==> config.mk <==
export PLATFORM = sky130hd
export DESIGN_NAME = acs_sequencer
export DESIGN_NICKNAME = d
export VERILOG_FILES = /design/src/hw/acs_sequencer.v /design/src/hw/acs_timer.v /design/src/hw/acs_bus.v
export VERILOG_INCLUDE_DIRS = /design/src /design/src/hw
export SDC_FILE = /design/constraint.sdc
export NUM_CORES = 1
export LEC_CHECK = 0
export ABC_AREA = 1
export BUFFER_PORTS_ARGS = -buffer_cell sky130_fd_sc_hd__buf_2
export CAP_MARGIN = 20
export CORE_AREA = 4 4 115 84
export DETAILED_ROUTE_END_ITERATION = 6
export DIE_AREA = 0 0 119 88
export GPL_TIMING_DRIVEN = 1
export PLACE_DENSITY = 0.71
export SLEW_MARGIN = 10
export SYNTH_ARGS = -nofsm -noshare
export SYNTH_HDL_FRONTEND = slang
export SYNTH_HIERARCHICAL = 1
export SYNTH_SLANG_ARGS = --single-unit
==> constraint.sdc <==
create_clock -name REF_CLK -period 2.5 [get_ports REF_CLK]
set_input_delay 0.125 -clock REF_CLK [delete_from_list [all_inputs] [get_ports REF_CLK]]
set_output_delay 0.125 -clock REF_CLK [all_outputs]
set_load 0.005 [all_outputs]
==> src/hw/acs_consts.vh <==
`ifndef ACS_CONSTS_VH
`define ACS_CONSTS_VH
// register word addresses (byte address = index * 4)
`define ACS_IDX_CTRL_ONE 8'h0E
`define ACS_IDX_CTRL_TWO 8'h0F
`define ACS_IDX_RES_UPPER 8'h20
`define ACS_IDX_RES_LOW 8'h21
`define ACS_IDX_STANDBY 8'h30
// control one fields
`define ACS_C1_START 7
`define ACS_C1_OPSEL_HI 6
`define ACS_C1_OPSEL_LO 5
`define ACS_C1_AIN_DIS 4
`define ACS_C1_CH_HI 3
`define ACS_C1_CH_LO 0
// control two fields
`define ACS_C2_LADDER 5
`define ACS_C2_TIME_HI 3
`define ACS_C2_TIME_LO 1
// result low fields
`define ACS_RL_DONE 5
`define ACS_RL_BUSY 4
// reset values
`define ACS_C1_RESET 8'h00
`define ACS_C2_RESET 8'h00
`define ACS_RES_RESET 10'h000
// operating modes
`define ACS_OP_OFF 2'h0
`define ACS_OP_SINGLE 2'h1
`define ACS_OP_REPEAT 2'h3
// conversion lengths in clock cycles
`define ACS_T_CODE0 11'd39
`define ACS_T_CODE2 11'd78
`define ACS_T_CODE3 11'd156
`define ACS_T_CODE4 11'd312
`define ACS_T_CODE5 11'd624
`define ACS_T_CODE6 11'd1248
`endif

==> src/hw/acs_sequencer.v <==
// Our own choice: register access over Wishbone.
`timescale 1ns/1ps
`default_nettype none
`include "acs_consts.vh"
// What this block does
// - done flag in low register bit 5
// - busy flag bit 4, set start, clear end/standby
// - reading upper result clears done flag
// - low register bits 3..0 unspecified
// - mode 01 start bit runs one conversion
// - completion stores result, sets done, interrupts
// - start bit self-clears on the edge the conversion begins
// - mode 11 converts back to back
// - mode 00 aborts, result discarded
// - restart clears done, keeps old result
// - standby aborts and resets control registers
// - no automatic resume after standby
// - ladder disconnected during standby
// - ten-bit result split upper and low
// - result only after selected conversion time
// - time code selects 39 to 1248 cycles
// - ladder bit: during conversion or always
module acs_sequencer (
	input wire REF_CLK,
	input wire RESET,
	input wire WB_CYC_I,
	input wire WB_STB_I,
	input wire WB_WE_I,
	input wire [9:0] WB_ADR_I,
	input wire [3:0] WB_SEL_I,
	input wire [31:0] WB_DAT_I,
	output reg [31:0] WB_DAT_O,
	output wire WB_ACK_O,
	output wire WB_ERR_O,
	input wire STANDBY_ENTRY,
	input wire [9:0] CORE_RESULT,
	output reg [2:0] CORE_CHANNEL,
	output reg CORE_SAMPLE,
	output reg LADDER_CONNECT,
	output reg ANALOG_INPUT_DISABLE,
	output reg CONV_DONE_IRQ
);
	////////////////////////////////////////////////////////////////
	// bus access
	wire req;
	wire [7:0] idx;
	wire wr;
	wire rd;
	wire lane0;
	reg [7:0] ctrl_one_r;
	reg [7:0] ctrl_two_r;
	reg [9:0] result_r;
	reg done_r;
	reg standby_r;
	wire busy;
	wire conv_done;
	wire start_now;
	wire abort_now;
	wire [1:0] op_sel;

	acs_bus u_bus (
		.clk(REF_CLK),
		.rst(RESET),
		.cyc(WB_CYC_I),
		.stb(WB_STB_I),
		.ack(WB_ACK_O),
		.req(req)
	);

	assign idx = WB_ADR_I[9:2];
	assign lane0 = WB_SEL_I[0];
	// writes and read side effects land on the ack edge
	assign wr = WB_ACK_O && WB_CYC_I && WB_STB_I && WB_WE_I && lane0;
	assign rd = WB_ACK_O && WB_CYC_I && WB_STB_I && !WB_WE_I;
	assign WB_ERR_O = 1'b0;
	assign op_sel = ctrl_one_r[`ACS_C1_OPSEL_HI:`ACS_C1_OPSEL_LO];

	////////////////////////////////////////////////////////////////
	// standby request and control registers
	always @(posedge REF_CLK) begin
		if (RESET)
			standby_r <= 1'b0;
		else if (wr && idx == `ACS_IDX_STANDBY)
			standby_r <= WB_DAT_I[0];
		else
			standby_r <= standby_r;
	end

	wire in_standby;
	assign in_standby = standby_r || STANDBY_ENTRY;

	always @(posedge REF_CLK) begin
		if (RESET || in_standby) begin
			ctrl_one_r <= `ACS_C1_RESET;
			ctrl_two_r <= `ACS_C2_RESET;
		end else begin
			if (wr && idx == `ACS_IDX_CTRL_ONE)
				ctrl_one_r <= WB_DAT_I[7:0];
			else if (start_now)
				ctrl_one_r[`ACS_C1_START] <= 1'b0;
			if (wr && idx == `ACS_IDX_CTRL_TWO)
				ctrl_two_r <= WB_DAT_I[7:0];
		end
	end

	////////////////////////////////////////////////////////////////
	// conversion control
	// a start bit with mode 00 or 10 stays set and starts nothing until the mode is 01 or 11
	assign start_now = !in_standby && ctrl_one_r[`ACS_C1_START] && !busy &&
		(op_sel == `ACS_OP_SINGLE || op_sel == `ACS_OP_REPEAT);
	wire repeat_next;
	reg repeat_arm_r;
	assign repeat_next = conv_done && repeat_arm_r && op_sel == `ACS_OP_REPEAT;
	assign abort_now = in_standby || (busy && op_sel == `ACS_OP_OFF);

	always @(posedge REF_CLK) begin
		if (RESET || abort_now)
			repeat_arm_r <= 1'b0;
		else if (start_now)
			repeat_arm_r <= (op_sel == `ACS_OP_REPEAT);
		else
			repeat_arm_r <= repeat_arm_r;
	end

	acs_timer u_timer (
		.clk(REF_CLK),
		.rst(RESET),
		.start(start_now || repeat_next),
		.abort(abort_now),
		.time_code(ctrl_two_r[`ACS_C2_TIME_HI:`ACS_C2_TIME_LO]),
		.running(busy),
		.done(conv_done)
	);

	////////////////////////////////////////////////////////////////
	// result and flags
	always @(posedge REF_CLK) begin
		if (RESET) begin
			result_r <= `ACS_RES_RESET;
			done_r <= 1'b0;
			CONV_DONE_IRQ <= 1'b0;
		end else begin
			CONV_DONE_IRQ <= conv_done && !abort_now;
			if (conv_done && !abort_now) begin
				result_r <= CORE_RESULT;
				done_r <= 1'b1;
			end else if (start_now || in_standby ||
				(rd && idx == `ACS_IDX_RES_UPPER)) begin
				done_r <= 1'b0;
			end
		end
	end

	////////////////////////////////////////////////////////////////
	// analog side
	always @(posedge REF_CLK) begin
		if (RESET) begin
			CORE_CHANNEL <= 3'h0;
			CORE_SAMPLE <= 1'b0;
			LADDER_CONNECT <= 1'b0;
			ANALOG_INPUT_DISABLE <= 1'b0;
		end else begin
			CORE_CHANNEL <= ctrl_one_r[`ACS_C1_CH_HI - 1:`ACS_C1_CH_LO];
			CORE_SAMPLE <= start_now || repeat_next;
			LADDER_CONNECT <= !in_standby &&
				(ctrl_two_r[`ACS_C2_LADDER] || busy);
			ANALOG_INPUT_DISABLE <= ctrl_one_r[`ACS_C1_AIN_DIS];
		end
	end

	////////////////////////////////////////////////////////////////
	// read data
	always @(posedge REF_CLK) begin
		if (RESET) begin
			WB_DAT_O <= 32'h00000000;
		end else if (req) begin
			case (idx)
				`ACS_IDX_CTRL_ONE: WB_DAT_O <= {24'h000000, ctrl_one_r};
				`ACS_IDX_CTRL_TWO: WB_DAT_O <= {24'h000000, ctrl_two_r};
				`ACS_IDX_RES_UPPER: WB_DAT_O <= {24'h000000, result_r[9:2]};
				// low nibble reads zero here; callers must ignore it
				`ACS_IDX_RES_LOW: WB_DAT_O <= {24'h000000, result_r[1:0], done_r,
					busy, 4'h0};
				`ACS_IDX_STANDBY: WB_DAT_O <= {31'h00000000, standby_r};
				default: WB_DAT_O <= 32'h00000000;
			endcase
		end else begin
			WB_DAT_O <= WB_DAT_O;
		end
	end
endmodule // acs_sequencer
`default_nettype wire

==> src/hw/acs_timer.v <==
`timescale 1ns/1ps
`default_nettype none
`include "acs_consts.vh"
module acs_timer (
	input wire clk,
	input wire rst,
	input wire start,
	input wire abort,
	input wire [2:0] time_code,
	output reg running,
	output reg done
);
	reg [10:0] cnt_r;
	reg [10:0] len;
	always @* begin
		case (time_code)
			3'h0: len = `ACS_T_CODE0;
			3'h2: len = `ACS_T_CODE2;
			3'h3: len = `ACS_T_CODE3;
			3'h4: len = `ACS_T_CODE4;
			3'h5: len = `ACS_T_CODE5;
			3'h6: len = `ACS_T_CODE6;
			default: len = `ACS_T_CODE0;
		endcase
	end
	always @(posedge clk) begin
		if (rst || abort) begin
			running <= 1'b0;
			done <= 1'b0;
			cnt_r <= 11'h000;
		end else if (start) begin
			running <= 1'b1;
			done <= 1'b0;
			cnt_r <= len - 11'd1;
		end else if (running) begin
			if (cnt_r == 11'h000) begin
				running <= 1'b0;
				done <= 1'b1;
			end else begin
				cnt_r <= cnt_r - 11'd1;
				done <= 1'b0;
			end
		end else begin
			done <= 1'b0;
		end
	end
endmodule // acs_timer
`default_nettype wire

==> src/hw/acs_bus.v <==
`timescale 1ns/1ps
`default_nettype none
module acs_bus (
	input wire clk,
	input wire rst,
	input wire cyc,
	input wire stb,
	output reg ack,
	output wire req
);
	// one-wait-state slave: ack one cycle after strobe, dropped next cycle
	assign req = cyc && stb && !ack;
	always @(posedge clk) begin
		if (rst)
			ack <= 1'b0;
		else
			ack <= req;
	end
endmodule // acs_bus
`default_nettype wire

==> metrics.txt <==
critical path startpoint standby_r; #FFs+latches synth 58; FF-to-FF End u_timer/cnt_r[10]; row count 28; status completed; Setup Skew 0.00617 ns; Vias/cell 4.82; clk buf depth 2; antenna cells 0; most common cell in the netlist nand2_1; Peak VDD IR 0.262 mV; fin cells 629; post-route DRC violation count 0; DR pass1 iterations 5; CTS buffer count 9; DRT iter0 DRCs 264; post-route cell area 0.00377 mm^2; initial antenna violation count 0; via count 3,033; die area 0.0105 mm^2; top cells by area, synth dfxtp_1 36%, nand2_1 8.3%, nand3_1 7.5%; Final ANT Viol Nets 0; Slew Limit Fails 0; WP data required roughly 2.8 ns; Crit. End Element flop; hold path cells 3; clk slew on worst S/H paths 0.05 ns; clk root buf clkbuf_16; Core ar. 0.00844 mm^2; CP endpoint u_timer/cnt_r[10]; Area after DPL about 0.0035 mm^2; total wire length 8180 um; vias in the first global route around 2.8k; Synth Flop Type dfxtp_1; IO Port Bufs 48; first-pass GRT wire length 13,100 um; crit share post-route 0.933; EDFF count, synth 0; area added between synthesis and finish 15.7%; CP Cell Sequence nor2_2 > inv_1 > nor2_1 > inv_1 > nand2_4 > inv_2 > nand2_1 > nand2_1 > inv_1 > ha_1 > nand3_2 > nor2_2 > nand2_1 > nor2_2 > nand3_1 > nand3_1 > nand2_1 > inv_1; Slew HR 0.512; CTS tree done; Reg2Reg Depth 18; Synth Instances ~450; register area 0.00116 mm^2; Setup-failing EPs final 0; multi-input logic area roughly 0.0017 mm^2; Synth cell types 36; crit path DAT between 2 and 3 ns; Worst Tran Pin Value ~0.73 ns; Initial Util 0.386; largest net degree at the start of global routing 23; Inst Count DP 612; Nets around 570; critical path's slowest cell dfxtp_1; H-tree depth 3; number of max-cap violations 0; CP peak stage delay roughly 0.34 ns; r2r setup slk 0.17 ns; Reg-to-Reg Start standby_r; I/O Pins between 100 and 150; CP startpoint kind flop; setup tns final 0 ns; Avg Cell Area, Syn 7.19 um^2; crit-path max FO 6; asr flop ratio synth 0; die width 119 um; Routed WL per cell 13.0 um; total grt overflow 0; GP Congestion 0.930; post-synthesis sequential area ratio 0.356; total track usage 0.158; PwrDens 568 mW/mm^2; area leader, netlist dfxtp_1; hold slack 0.0607 ns; CTS sink cnt 58; fillers approximately 850; Leak Pwr 1.85 nW; CP Class flop to flop; top cell type's share of synthesized area 0.356; Die Ht 88 um; Fin. Hold Viols 0; worst skew pair latency 0.33 ns; Post-synth top cells 72 x nand2_1, 58 x dfxtp_1, 57 x inv_1, 49 x nand3_1, 41 x nor2_1; YS warnings 6; layout cells sized above 1 0.230; hold crit path type input pin to flop; Syn Std Cell Area 0.00326 mm^2; Fmax 0.429 GHz; shortest period the worst path allows between 2 and 2.5 ns; post-DP HPWL 6130 um
cell type report:
cell class              instances  share of cell area
multi-input cells             318               0.439
flip-flops and latches         58               0.308
repair buffers                 56              0.0797
clock buffers                  11              0.0644
inverters                      61              0.0608
well taps                     120              0.0398
clock inverters                 5             0.00797
where the power goes:
part | switching [W] | internal (W)
combinational | 0.0000706 | 0.0000331
clock | 0.000420 | 0.000690
sequential | 0.000000710 | 0.000926
total | 0.000492 | 0.00165
sequential cells by signal, summed over array words and instances (netlist names):
name,cells
u_timer/cnt_r,11
result_r,10
WB_DAT_O,8
ctrl_one_r,8
ctrl_two_r,8
CORE_CHANNEL,3
ANALOG_INPUT_DISABLE,1
CONV_DONE_IRQ,1
CORE_SAMPLE,1
LADDER_CONNECT,1
done_r,1
repeat_arm_r,1
standby_r,1
u_bus/ack,1
u_timer/done,1
u_timer/running,1
layer usage:
metal | wire (um) | up-vias | track usage
met2 | 3440 | 134 | 0.233
met4 | 126 | 0 | 0.0662
li1 | - | 1515 | -
met3 | 742 | 12 | 0.0394
met1 | 3870 | 1372 | 0.221
met5 | 0 | - | 0
through the flow:
step,setup slack (ns),power (W),utilization
2_1_floorplan,0.276,0.00104,-
3_3_place_gp,0.103,0.00104,0.411
3_5_place_dp,0.0268,0.00105,0.411
4_1_cts,0.0127,0.00216,0.443
5_1_grt,-0.0548,0.00221,0.446
6_report,0.167,0.00214,0.446
kinds of logic (layout without fill, tap and decap cells):
logic type / count (synthesis) / count (layout) / share of synthesized area
simple gates: 198 / 198 / 0.305
flops: 58 / 58 / 0.356
xor+xnor: 2 / 2 / 0.00538
buf+inv: 101 / 133 / 0.169
fa+ha+maj: 1 / 1 / 0.00384
other cells: 1 / 25 / 0.00115
compound gates: 92 / 92 / 0.160
how the worst min path moves through the flow:
stage                     start       endpoint  slack (ns)
finish              WB_DAT_I[6]  ctrl_one_r[6]        0.06
global route            WB_WE_I         done_r        0.07
CTS                 WB_DAT_I[4]  ctrl_one_r[4]        0.05
detailed placement  WB_DAT_I[4]  ctrl_one_r[4]        0.39
global placement    WB_DAT_I[4]  ctrl_two_r[4]        0.39
floorplan                 RESET      u_bus/ack        0.19
what timing repair did:
action	in CTS	in global routing
endpoints found under the setup margin	0	8
gates resized for setup	0	5
hold buffers	0	0
buffers inserted	0	1
placed cells by master, fill, tap and decap left out, types with 6 or more instances in the layout:
cell       instances
nand2_1           71
dfxtp_1           58
inv_1             57
nand3_1           48
buf_2             48
nor2_1            39
a21oi_1           36
o21ai_0           29
conb_1            25
o21ai_1            9
clkbuf_16          9
buf_4              8
nor2_2             7
o21ai_2            7
nor2_4             6
worst max-delay path: cells and delay by family, from the launching register on:
family | cells | cell delay [ns]
simple gates | 12 | 1.29
buf+inv | 5 | 0.42
flops | 1 | 0.34
fa+ha+maj | 1 | 0.22
Note: power is estimated with default switching activity, not from simulation.
